===== src/gpei_pkg.sv =====
//------------------------------------------------------------------------------
// Port constants and pin input synchroniser
//------------------------------------------------------------------------------
// Functional notes
// - An input-with-interrupt pin raises an external interrupt request on a qualifying event.
// - Per group, qualify each enabled pin by its sensitivity, then OR into one request.
// - Requests sit in a software-invisible latch cleared by the matching vector fetch.
// - Writing the sensitivity register clears that register's pending request latches.
// - Output mode: data latch value drives the pin; reads return the latch.
// - Push-pull drives 0 low, 1 high; open-drain drives 0 low, releases 1.
// - A peripheral using a pin overrides direction and option programming.
// - Peripheral output forces output mode, push-pull or open-drain as the peripheral says.
// - Input pin with alternate output enabled: data reads return the alternate output.
// - Output pin with alternate input enabled: peripheral sees the data latch.
// - Wait and halt keep port state; external events wake, even without clock.
// - Interrupt only with interrupt configuration selected and CPU mask inactive.
// - Standard pins: 00 floating, 01 pull-up, 10 open-drain, 11 push-pull.
// - Interrupt pins: 01 is interrupt input, pulled up or floating per pin.
// - True open-drain pins: no option; 0 floating input, 1 low-only output.
// - CAN transmit pin: pull-up input only, push-pull when its alternate output runs.
// - Direction cleared: pin is input and data reads return the pin level.
// - Input mode data writes update the latch only, ready for output mode.
// - Bit n of direction, option and data latch serves pin n.
package gpei_pkg;
   localparam int          GPEI_NPIN          = 8;
   localparam int          GPEI_NGRP          = 2;
   localparam int          GPEI_AW            = 8;
   localparam int          GPEI_DW            = 8;
   // Register offsets
   localparam logic [7:0]  GPEI_OFS_DATA      = 8'h00;
   localparam logic [7:0]  GPEI_OFS_DIR       = 8'h01;
   localparam logic [7:0]  GPEI_OFS_OPT       = 8'h02;
   localparam logic [7:0]  GPEI_OFS_SENS      = 8'h03;
   localparam logic [7:0]  GPEI_OFS_LEVEL     = 8'h04;
   // Reset values
   localparam logic [7:0]  GPEI_RST_DATA      = 8'h00;
   localparam logic [7:0]  GPEI_RST_DIR       = 8'h00;
   localparam logic [7:0]  GPEI_RST_OPT       = 8'h00;
   localparam logic [3:0]  GPEI_RST_SENS      = 4'h0;
   localparam logic [7:0]  GPEI_RST_SYNC      = 8'h00;
   localparam logic [7:0]  GPEI_RDATA_ZERO    = 8'h00;
   // Sensitivity field: two bits per group, group g at bits 2g+1:2g
   localparam int          GPEI_SENS_W        = 2;
   localparam logic [1:0]  GPEI_SENS_FALL_LOW = 2'h0;
   localparam logic [1:0]  GPEI_SENS_RISE     = 2'h1;
   localparam logic [1:0]  GPEI_SENS_FALL     = 2'h2;
   localparam logic [1:0]  GPEI_SENS_BOTH     = 2'h3;
   // Pin kinds
   localparam logic [2:0]  GPEI_KIND_STD      = 3'h0;
   localparam logic [2:0]  GPEI_KIND_IRQ_PU   = 3'h1;
   localparam logic [2:0]  GPEI_KIND_IRQ_FL   = 3'h2;
   localparam logic [2:0]  GPEI_KIND_TOD      = 3'h3;
   localparam logic [2:0]  GPEI_KIND_CAN_TX   = 3'h4;
   // Pin 0..7 kinds of this port instance
   localparam logic [2:0]  GPEI_PIN_KIND [GPEI_NPIN] = '{
      GPEI_KIND_IRQ_PU, GPEI_KIND_IRQ_PU, GPEI_KIND_IRQ_PU, GPEI_KIND_IRQ_FL,
      GPEI_KIND_STD, GPEI_KIND_CAN_TX, GPEI_KIND_TOD, GPEI_KIND_TOD};
   // Pins belonging to each interrupt vector group
   localparam logic [7:0]  GPEI_GRP_PINS [GPEI_NGRP] = '{8'h03, 8'h0C};
endpackage

`timescale 1ns/1ps

//------------------------------------------------------------------------------
// Two-stage synchroniser with edge detect
//------------------------------------------------------------------------------
module gpei_pin_sync
   import gpei_pkg::*;
(
   input  wire logic                 clk_sys,
   input  wire logic                 rst_n,
   input  wire logic [GPEI_NPIN-1:0] pin_raw,
   output logic      [GPEI_NPIN-1:0] pin_lvl,
   output logic      [GPEI_NPIN-1:0] pin_prev,
   output logic      [GPEI_NPIN-1:0] pin_rise,
   output logic      [GPEI_NPIN-1:0] pin_fall
);
   logic [GPEI_NPIN-1:0] meta_ff;
   logic [GPEI_NPIN-1:0] sync_ff;
   logic [GPEI_NPIN-1:0] prev_ff;

   // First stage is read only by the second stage
   always_ff @(posedge clk_sys or negedge rst_n) begin
      if (!rst_n) begin
         meta_ff <= GPEI_RST_SYNC;
         sync_ff <= GPEI_RST_SYNC;
      end else begin
         meta_ff <= pin_raw;
         sync_ff <= meta_ff;
      end
   end

   // Previous level; frozen while the clock stops, so halt wake compares to it
   always_ff @(posedge clk_sys or negedge rst_n) begin
      if (!rst_n) begin
         prev_ff <= GPEI_RST_SYNC;
      end else begin
         prev_ff <= sync_ff;
      end
   end

   assign pin_lvl  = sync_ff;
   assign pin_prev = prev_ff;
   assign pin_rise = sync_ff & ~prev_ff;
   assign pin_fall = ~sync_ff & prev_ff;
endmodule // gpei_pin_sync


===== src/gpei_port.sv =====
`timescale 1ns/1ps

//------------------------------------------------------------------------------
// Eight-pin I/O port with grouped external interrupts
//------------------------------------------------------------------------------
module gpei_port
   import gpei_pkg::*;
(
   input  wire logic                 clk_sys,
   input  wire logic                 rst_n,
   // Register port
   input  wire logic [GPEI_AW-1:0]   reg_addr,
   input  wire logic [GPEI_DW-1:0]   reg_wdata,
   input  wire logic                 reg_wr,
   input  wire logic                 reg_rd,
   output logic      [GPEI_DW-1:0]   reg_rdata,
   // Pads
   input  wire logic [GPEI_NPIN-1:0] pin_in,
   output logic      [GPEI_NPIN-1:0] pin_out,
   output logic      [GPEI_NPIN-1:0] pin_oe_n,
   output logic      [GPEI_NPIN-1:0] pin_pullup_en,
   // On-chip peripherals
   input  wire logic [GPEI_NPIN-1:0] alt_out_en,
   input  wire logic [GPEI_NPIN-1:0] alt_out_val,
   input  wire logic [GPEI_NPIN-1:0] alt_out_od,
   output logic      [GPEI_NPIN-1:0] alt_in_val,
   // Interrupt controller side
   input  wire logic                 cpu_irq_mask,
   input  wire logic [GPEI_NGRP-1:0] vector_fetch,
   output logic      [GPEI_NGRP-1:0] ext_irq_req,
   output logic                      ext_wake
);

   //---------------------------------------------------------------------------
   // Declarations
   //---------------------------------------------------------------------------
   logic [GPEI_NPIN-1:0] pin_data_latch_ff;
   logic [GPEI_NPIN-1:0] dir_ff;
   logic [GPEI_NPIN-1:0] opt_ff;
   logic [3:0]           ext_irq_sensitivity_ctrl_ff;
   logic [GPEI_NGRP-1:0] pend_ff;
   logic [GPEI_NGRP-1:0] nxt_pend;
   logic [GPEI_DW-1:0]   reg_rdata_ff;
   logic [GPEI_DW-1:0]   nxt_rdata;
   logic [GPEI_NPIN-1:0] pin_out_ff;
   logic [GPEI_NPIN-1:0] pin_oe_n_ff;
   logic [GPEI_NPIN-1:0] pin_pullup_ff;
   logic [GPEI_NPIN-1:0] alt_in_ff;
   logic [GPEI_NPIN-1:0] nxt_out;
   logic [GPEI_NPIN-1:0] nxt_oe_n;
   logic [GPEI_NPIN-1:0] nxt_pullup;
   logic [GPEI_NPIN-1:0] nxt_alt_in;
   logic [GPEI_NPIN-1:0] pin_lvl;
   logic [GPEI_NPIN-1:0] pin_prev;
   logic [GPEI_NPIN-1:0] pin_rise;
   logic [GPEI_NPIN-1:0] pin_fall;
   logic [GPEI_NPIN-1:0] irq_en;
   logic [GPEI_NPIN-1:0] data_view;
   logic [GPEI_NGRP-1:0] grp_evt;
   logic [GPEI_NGRP-1:0] grp_wake;
   logic                 wr_data;
   logic                 wr_dir;
   logic                 wr_opt;
   logic                 wr_sens;

   //---------------------------------------------------------------------------
   // Helpers
   //---------------------------------------------------------------------------
   // Qualify one pin against a group sensitivity code
   function automatic logic qualify(
      input logic [1:0] sens,
      input logic       lvl,
      input logic       rise,
      input logic       fall
   );
      logic hit;
      hit = 1'b0;
      case (sens)
         GPEI_SENS_FALL_LOW: hit = ~lvl;
         GPEI_SENS_RISE:     hit = rise;
         GPEI_SENS_FALL:     hit = fall;
         GPEI_SENS_BOTH:     hit = rise | fall;
         default:            hit = 1'b0;
      endcase
      return hit;
   endfunction

   // Interrupt-capable pin kind
   function automatic logic kind_has_irq(input logic [2:0] kind);
      return (kind == GPEI_KIND_IRQ_PU) || (kind == GPEI_KIND_IRQ_FL);
   endfunction

   //---------------------------------------------------------------------------
   // Pin synchroniser
   //---------------------------------------------------------------------------
   gpei_pin_sync u_sync (
      .clk_sys  (clk_sys),
      .rst_n    (rst_n),
      .pin_raw  (pin_in),
      .pin_lvl  (pin_lvl),
      .pin_prev (pin_prev),
      .pin_rise (pin_rise),
      .pin_fall (pin_fall)
   );

   //---------------------------------------------------------------------------
   // Register writes
   //---------------------------------------------------------------------------
   // Address decode for write strobes
   assign wr_data = reg_wr && (reg_addr == GPEI_OFS_DATA);
   assign wr_dir  = reg_wr && (reg_addr == GPEI_OFS_DIR);
   assign wr_opt  = reg_wr && (reg_addr == GPEI_OFS_OPT);
   assign wr_sens = reg_wr && (reg_addr == GPEI_OFS_SENS);

   // Data latch is written in any mode; the pin follows only in output
   always_ff @(posedge clk_sys or negedge rst_n) begin
      if (!rst_n) begin
         pin_data_latch_ff <= GPEI_RST_DATA;
      end else if (wr_data) begin
         pin_data_latch_ff <= reg_wdata;
      end
   end

   // Direction register, bit n for pin n
   always_ff @(posedge clk_sys or negedge rst_n) begin
      if (!rst_n) begin
         dir_ff <= GPEI_RST_DIR;
      end else if (wr_dir) begin
         dir_ff <= reg_wdata;
      end
   end

   // Option register, bit n for pin n
   always_ff @(posedge clk_sys or negedge rst_n) begin
      if (!rst_n) begin
         opt_ff <= GPEI_RST_OPT;
      end else if (wr_opt) begin
         opt_ff <= reg_wdata;
      end
   end

   // Sensitivity register, two bits per vector group
   always_ff @(posedge clk_sys or negedge rst_n) begin
      if (!rst_n) begin
         ext_irq_sensitivity_ctrl_ff <= GPEI_RST_SENS;
      end else if (wr_sens) begin
         ext_irq_sensitivity_ctrl_ff <= reg_wdata[3:0];
      end
   end

   //---------------------------------------------------------------------------
   // Register reads
   //---------------------------------------------------------------------------
   // Data address view per pin; pad levels come through the two-stage synchroniser
   always_comb begin
      data_view = pin_data_latch_ff;
      for (int i = 0; i < GPEI_NPIN; i++) begin
         if (GPEI_PIN_KIND[i] == GPEI_KIND_CAN_TX) begin
            data_view[i] = pin_lvl[i];                  // Always reads the pad level
         end else if (!dir_ff[i] && alt_out_en[i]) begin
            data_view[i] = alt_out_val[i];
         end else if (!dir_ff[i]) begin
            data_view[i] = pin_lvl[i];
         end else begin
            data_view[i] = pin_data_latch_ff[i];
         end
      end
   end

   // Read mux; unmapped offsets read zero
   always_comb begin
      nxt_rdata = GPEI_RDATA_ZERO;
      if (reg_rd) begin
         case (reg_addr)
            GPEI_OFS_DATA:  nxt_rdata = data_view;
            GPEI_OFS_DIR:   nxt_rdata = dir_ff;
            GPEI_OFS_OPT:   nxt_rdata = opt_ff;
            GPEI_OFS_SENS:  nxt_rdata = {4'h0, ext_irq_sensitivity_ctrl_ff};
            GPEI_OFS_LEVEL: nxt_rdata = pin_lvl;
            default:        nxt_rdata = GPEI_RDATA_ZERO;
         endcase
      end
   end

   // Read data stands for exactly the cycle after the strobe
   always_ff @(posedge clk_sys or negedge rst_n) begin
      if (!rst_n) begin
         reg_rdata_ff <= GPEI_RDATA_ZERO;
      end else begin
         reg_rdata_ff <= nxt_rdata;
      end
   end

   assign reg_rdata = reg_rdata_ff;

   //---------------------------------------------------------------------------
   // Pad control
   //---------------------------------------------------------------------------
   // Per-pin drive, enable and pull-up from kind, direction, option, peripheral
   always_comb begin
      nxt_out    = '0;
      nxt_oe_n   = '1;
      nxt_pullup = '0;
      for (int i = 0; i < GPEI_NPIN; i++) begin
         case (GPEI_PIN_KIND[i])
            GPEI_KIND_CAN_TX: begin
               if (alt_out_en[i]) begin
                  nxt_out[i]  = alt_out_val[i];
                  nxt_oe_n[i] = 1'b0;
               end else begin
                  nxt_pullup[i] = 1'b1;
               end
            end
            GPEI_KIND_TOD: begin
               // Low side only, so a one is never driven
               if (alt_out_en[i]) begin
                  nxt_oe_n[i] = alt_out_val[i];
               end else if (dir_ff[i]) begin
                  nxt_oe_n[i] = pin_data_latch_ff[i];
               end
            end
            default: begin
               if (alt_out_en[i]) begin
                  // Peripheral wins over direction and option
                  nxt_out[i]  = alt_out_val[i] & ~alt_out_od[i];
                  nxt_oe_n[i] = alt_out_od[i] & alt_out_val[i];
               end else if (dir_ff[i] && opt_ff[i]) begin
                  nxt_out[i]  = pin_data_latch_ff[i];
                  nxt_oe_n[i] = 1'b0;
               end else if (dir_ff[i]) begin
                  nxt_oe_n[i] = pin_data_latch_ff[i];
               end
               // Pull-up only on inputs, and never on floating irq pins
               if (!alt_out_en[i] && !dir_ff[i] && opt_ff[i] &&
                   (GPEI_PIN_KIND[i] != GPEI_KIND_IRQ_FL)) begin
                  nxt_pullup[i] = 1'b1;
               end
            end
         endcase
      end
   end

   // Peripheral input sees the latch when the pin is an output
   always_comb begin
      nxt_alt_in = pin_lvl;
      for (int i = 0; i < GPEI_NPIN; i++) begin
         if (dir_ff[i] && (GPEI_PIN_KIND[i] != GPEI_KIND_CAN_TX)) begin
            nxt_alt_in[i] = pin_data_latch_ff[i];
         end
      end
   end

   // Pad outputs registered; state is held through wait and halt
   always_ff @(posedge clk_sys or negedge rst_n) begin
      if (!rst_n) begin
         pin_out_ff    <= '0;
         pin_oe_n_ff   <= '1;
         pin_pullup_ff <= '0;
      end else begin
         pin_out_ff    <= nxt_out;
         pin_oe_n_ff   <= nxt_oe_n;
         pin_pullup_ff <= nxt_pullup;
      end
   end

   // Peripheral input view registered
   always_ff @(posedge clk_sys or negedge rst_n) begin
      if (!rst_n) begin
         alt_in_ff <= '0;
      end else begin
         alt_in_ff <= nxt_alt_in;
      end
   end

   assign pin_out       = pin_out_ff;
   assign pin_oe_n      = pin_oe_n_ff;
   assign pin_pullup_en = pin_pullup_ff;
   assign alt_in_val    = alt_in_ff;

   //---------------------------------------------------------------------------
   // External interrupt
   //---------------------------------------------------------------------------
   // Interrupt input selected by direction 0, option 1 on capable pins
   always_comb begin
      for (int i = 0; i < GPEI_NPIN; i++) begin
         irq_en[i] = kind_has_irq(GPEI_PIN_KIND[i]) && !dir_ff[i] && opt_ff[i];
      end
   end

   // Qualify every enabled pin first, then OR within its group
   always_comb begin
      for (int g = 0; g < GPEI_NGRP; g++) begin
         grp_evt[g]  = 1'b0;
         grp_wake[g] = 1'b0;
         for (int i = 0; i < GPEI_NPIN; i++) begin
            if (GPEI_GRP_PINS[g][i] && irq_en[i]) begin
               grp_evt[g] = grp_evt[g] | qualify(
                  ext_irq_sensitivity_ctrl_ff[g*GPEI_SENS_W +: GPEI_SENS_W],
                  pin_lvl[i], pin_rise[i], pin_fall[i]);
               // Raw pad against the frozen last level: works with no clock
               grp_wake[g] = grp_wake[g] | qualify(
                  ext_irq_sensitivity_ctrl_ff[g*GPEI_SENS_W +: GPEI_SENS_W],
                  pin_in[i], pin_in[i] & ~pin_prev[i],
                  ~pin_in[i] & pin_prev[i]);
            end
         end
      end
   end

   // Hidden request latch: set beats a vector fetch, sensitivity write clears
   always_comb begin
      for (int g = 0; g < GPEI_NGRP; g++) begin
         if (wr_sens) begin
            nxt_pend[g] = 1'b0;
         end else if (grp_evt[g]) begin
            nxt_pend[g] = 1'b1;
         end else if (vector_fetch[g]) begin
            nxt_pend[g] = 1'b0;
         end else begin
            nxt_pend[g] = pend_ff[g];
         end
      end
   end

   // Latch has no register address, so software cannot see it
   always_ff @(posedge clk_sys or negedge rst_n) begin
      if (!rst_n) begin
         pend_ff <= '0;
      end else begin
         pend_ff <= nxt_pend;
      end
   end

   // CPU mask hides requests without losing them
   assign ext_irq_req = pend_ff & {GPEI_NGRP{~cpu_irq_mask}};

   // Wake also from a held request, in case the clock stopped after it set
   assign ext_wake    = (|grp_wake) | (|pend_ff);

endmodule // gpei_port


===== config.mk =====
export PLATFORM = sky130hd
export DESIGN_NAME = gpei_port
export DESIGN_NICKNAME = d
export VERILOG_FILES = /design/src/gpei_pkg.sv /design/src/gpei_port.sv
export SDC_FILE = /design/constraint.sdc
export NUM_CORES = 1
export LEC_CHECK = 0
export ABC_AREA = 1
export BUFFER_PORTS_ARGS = -buffer_cell sky130_fd_sc_hd__buf_2
export CAP_MARGIN = 20
export CORE_MARGIN = 3
export CORE_UTILIZATION = 60
export CTS_BUF_LIST = sky130_fd_sc_hd__clkbuf_2 sky130_fd_sc_hd__clkbuf_4 sky130_fd_sc_hd__clkbuf_8
export DETAILED_ROUTE_END_ITERATION = 6
export HOLD_SLACK_MARGIN = 0.15
export PLACE_DENSITY = 0.88
export SLEW_MARGIN = 10
export SYNTH_ARGS = -nofsm -noshare
export SYNTH_HDL_FRONTEND = slang
export SYNTH_SLANG_ARGS = --single-unit

===== constraint.sdc =====
create_clock -name clk_sys -period 3.45 [get_ports clk_sys]
set_input_delay 0.1725 -clock clk_sys [delete_from_list [all_inputs] [get_ports clk_sys]]
set_output_delay 0.1725 -clock clk_sys [all_outputs]
set_load 0.02 [all_outputs]

==> out/qor.tcl <==
set qor(run_status) {finished, final reports clean}
set qor(cp.arrival_ns) 1.75
set qor(layout.core_utilization) 0.8120
set qor(min_path_type) {input port to flip-flop}
set qor(tritoncts) {built}
set qor(cts_sinks) 84
set qor(numPortBuffers) 89
set qor(critical_path.max_fanout) 4
set qor(post-cts-setup-buffer-count) 0
set qor(worstSetupPathType) {input port to primary output}
set qor(groute.usage.overall) 0.2508
set qor(grt_setup_unrepaired) {false}
set qor(yosys_warn_count) 0
set qor(layout.cells.non_filler) 690
set qor(fin_worst_skew_ns) 0.002708
set qor(first_global_vias) 3440
set qor(post_synth_instance_area_sq_um) 4114
set qor(finalPower_uw) 2153
set qor(r2r_cell_count) 3
set qor(final_antenna_net_count) 0
set qor(grt_start_max_net_pins) 85
set qor(synthDistinctLibCells) 31
set qor(max_capacitance_violation_count) 0
set qor(synth-seq-cells) 84
set qor(top_level_ports) 98
set qor(antenna_found_initial) 0
set qor(net_total_in_the_final_layout) 679
set qor(rows) 29
set qor(gp_routability_congestion) 0.8608
set qor(wire_length_of_the_first_global_routing_pass_um) 15250
set qor(synth.avg_cell_area_sq_um) 8.753
set qor(wl_um) 9239
set qor(cts-htree-levels) 3
set qor(route.detailed.vias_per_inst) 5.188
set qor(drv_slew) 0
set qor(final_hold_viol_count) 0
set qor(critPathLaunchType) {input port}
set qor(power-per-cell-area_nw_per_um2) 408.2
set qor(insertion_delay_ns) 0.35
set qor(clkTransAtPathRegs_ns) 0.08
set qor(max_clock_freq_mhz) 518.8
set qor(leakagePower_uw) 0.002728
set qor(final_critical_path_setup_slack_ns) 1.523
set qor(post_cts_resize_count) 0
set qor(hpwl_um) 6052
set qor(dp_worst_setup_slack_ns) 1.887
set qor(routed_len_inst_um) 13.39
set qor(dr.pass1.iters) 5
set qor(globalRouteOverflowTotal) 0
set qor(report.final.setup_viol) 0
set qor(timing.final.crit_share) 0.5587
set qor(netlist_instances) 470
set qor(post-place-cells) 629
set qor(cts_buffer_depth) 2
set qor(post_route_cells_drive_above_1_share) 0.2529
set qor(crit_required_ns) 3.28
set qor(final_period_minus_worst_setup_slack_ns) 1.927
set qor(setup_crit_end_kind) {primary output}
set qor(synth_sequential_area_ratio) 0.5134
set qor(setup-tns-final_ns) 0
set qor(die_area_sq_um) 7886
set qor(worst_slew_margin_rel) 0.6210
set qor(die-width_um) 88.81
set qor(number_of_buffers_created_by_cts) 9
set qor(starting_utilization_of_the_core_area) 0.6334
set qor(worst_hold_path.num_cells) 5
set qor(clk_root_buffer_cell) {sky130_fd_sc_hd__clkbuf_8}
set qor(synthToLayoutAreaGrowth_pct) 28.19
set qor(die-height_um) 88.81
set qor(dr.first_iter.drc_count) 209
set qor(vdd_drop_max_uv) 252.2
set qor(placeable_core_region_sq_um) 6495
set qor(via_count) 3580
set qor(antenna-diode-count) 0
set qor(max_slew.worst_pin.slew_ns) 0.5672
set qor(route.detailed.drc) 0
## synthesized netlist by cell type
master	number	area (sq um)
sky130_fd_sc_hd__nand2_1	108	405.4
sky130_fd_sc_hd__dfrtp_1	76	1902
sky130_fd_sc_hd__inv_1	64	240.2
sky130_fd_sc_hd__nand3_1	44	220.2
sky130_fd_sc_hd__nor2_1	40	150.1
sky130_fd_sc_hd__o21ai_0	22	110.1
sky130_fd_sc_hd__ha_1	16	200.2
sky130_fd_sc_hd__o21ai_2	15	131.4
sky130_fd_sc_hd__a21oi_1	13	65.06
sky130_fd_sc_hd__o21ai_1	13	65.06
sky130_fd_sc_hd__dfstp_2	8	210.2
sky130_fd_sc_hd__nand2_2	8	50.05
sky130_fd_sc_hd__buf_4	5	37.54
sky130_fd_sc_hd__o211ai_1	5	37.54
sky130_fd_sc_hd__buf_6	4	45.04
sky130_fd_sc_hd__inv_2	4	15.01
sky130_fd_sc_hd__nor2_4	4	45.04
sky130_fd_sc_hd__o32ai_1	4	35.03
sky130_fd_sc_hd__nand2_4	2	22.52
sky130_fd_sc_hd__nand3_4	2	35.03
sky130_fd_sc_hd__nor2_2	2	12.51
sky130_fd_sc_hd__or2_2	2	12.51
sky130_fd_sc_hd__buf_2	1	5.000
sky130_fd_sc_hd__buf_8	1	15.01
sky130_fd_sc_hd__clkinv_2	1	5.000
sky130_fd_sc_hd__conb_1	1	3.750
sky130_fd_sc_hd__nand3_2	1	10.01
sky130_fd_sc_hd__nand3b_1	1	7.510
sky130_fd_sc_hd__o21a_1	1	7.510
sky130_fd_sc_hd__o22ai_1	1	6.260
sky130_fd_sc_hd__or2_0	1	6.260
## cell families (layout without fill, tap and decap cells)
kind of cell / Yosys count / after routing / synth area share
buffers and inverters: 80 / 219 / 0.08820
AOI/OAI and AO/OA: 74 / 74 / 0.1113
and+or+nand+nor: 215 / 215 / 0.2375
adders and majority gates: 16 / 16 / 0.04866
DFF: 84 / 84 / 0.5134
other: 1 / 5 / 0.0009115
## worst max-delay path: stages
cell and delay (ns):
sky130_fd_sc_hd__dlygate4sd3_1 0.54, sky130_fd_sc_hd__buf_2 0.15, sky130_fd_sc_hd__ha_1 0.20, sky130_fd_sc_hd__o21ai_0 0.15, sky130_fd_sc_hd__nand2_1 0.06, sky130_fd_sc_hd__o21ai_0 0.16, sky130_fd_sc_hd__nand2_1 0.07, sky130_fd_sc_hd__inv_1 0.05
sky130_fd_sc_hd__nand2_1 0.05, sky130_fd_sc_hd__buf_2 0.15
## power breakdown
group | total (uW) | switching [uW] | internal [uW]
clock network | 799 | 350 | 448
registers | 1070 | 31.9 | 1030
logic | 289 | 170 | 119
## layer usage
layer / vias up / GRT usage / share of wire
met5: - / 0 / 0
met4: 0 / 0.08379 / 0.022
met3: 20 / 0.04842 / 0.047
met2: 110 / 0.4629 / 0.53
met1: 1680 / 0.2894 / 0.40
li1: 1770 / - / -
## timing repair
action,in CTS,in global routing
endpoints found under the hold margin,124,0
hold buffers,44,0
setup endpoints to repair,0,0
## per-stage QoR
| stage | hold slack [ns] | instance area (sq um) |
|---|---|---|
| finish | 0.1894 | 5274 |
| global route | 0.1864 | 5274 |
| CTS | 0.1696 | 5246 |
| detailed placement | 0.2819 | 4571 |
| global placement | 0.2815 | 4571 |
| floorplan | -0.1231 | 4129 |
## cell usage in the layout (no fill, tap or decap), types with 2 or more instances in the layout
cell type	instances
sky130_fd_sc_hd__dfrtp_1	76
sky130_fd_sc_hd__o21ai_2	15
sky130_fd_sc_hd__bufinv_16	2
sky130_fd_sc_hd__a21oi_1	13
sky130_fd_sc_hd__dlygate4sd3_1	44
sky130_fd_sc_hd__buf_2	88
sky130_fd_sc_hd__nand2_2	8
sky130_fd_sc_hd__inv_1	64
sky130_fd_sc_hd__inv_2	4
sky130_fd_sc_hd__o32ai_1	4
sky130_fd_sc_hd__nand3_4	2
sky130_fd_sc_hd__nand3_1	44
sky130_fd_sc_hd__clkbuf_8	11
sky130_fd_sc_hd__conb_1	5
sky130_fd_sc_hd__clkinvlp_4	2
sky130_fd_sc_hd__dfstp_2	8
sky130_fd_sc_hd__o211ai_1	5
sky130_fd_sc_hd__nor2_2	2
sky130_fd_sc_hd__o21ai_1	13
sky130_fd_sc_hd__nor2_1	40
sky130_fd_sc_hd__nand2_4	2
sky130_fd_sc_hd__or2_2	2
sky130_fd_sc_hd__nor2_4	4
sky130_fd_sc_hd__ha_1	16
sky130_fd_sc_hd__o21ai_0	22
sky130_fd_sc_hd__nand2_1	108
## registers in the layout, indices dropped and copies added (netlist names), 4 cells and up
signal,flops
alt_in_val,8
dir_ff,8
ext_irq_sensitivity_ctrl_ff,4
opt_ff,8
pin_data_latch_ff,7
pin_oe_n,8
pin_out,6
pin_pullup_en,5
reg_rdata,8
u_sync.meta_ff,8
u_sync.pin_lvl,8
u_sync.pin_prev,4
## layout make-up
| class | count | area [sq um] |
|---|---|---|
| flip-flops and latches | 84 | 2112 |
| multi-input cells | 310 | 1654 |
| fillers | 414 | 1221 |
| repair buffers | 134 | 915.9 |
| inverters | 69 | 260.3 |
| clock buffers | 11 | 151.4 |
| well taps | 77 | 96.34 |
| clock inverters | 5 | 83.83 |
## final timing paths
check                                   from                 to  slack, ns
min                          vector_fetch[1]         pend_ff[1]       0.19
max                                pin_in[3]           ext_wake       1.52
min reg2reg                u_sync.meta_ff[6]  u_sync.pin_lvl[6]       0.35
max reg2reg                        dir_ff[1]         pin_out[1]       1.95
min in group asynchronous              rst_n       reg_rdata[0]       0.22
max in group asynchronous              rst_n        pin_oe_n[2]       2.61
(Power assumes the default switching activity.)
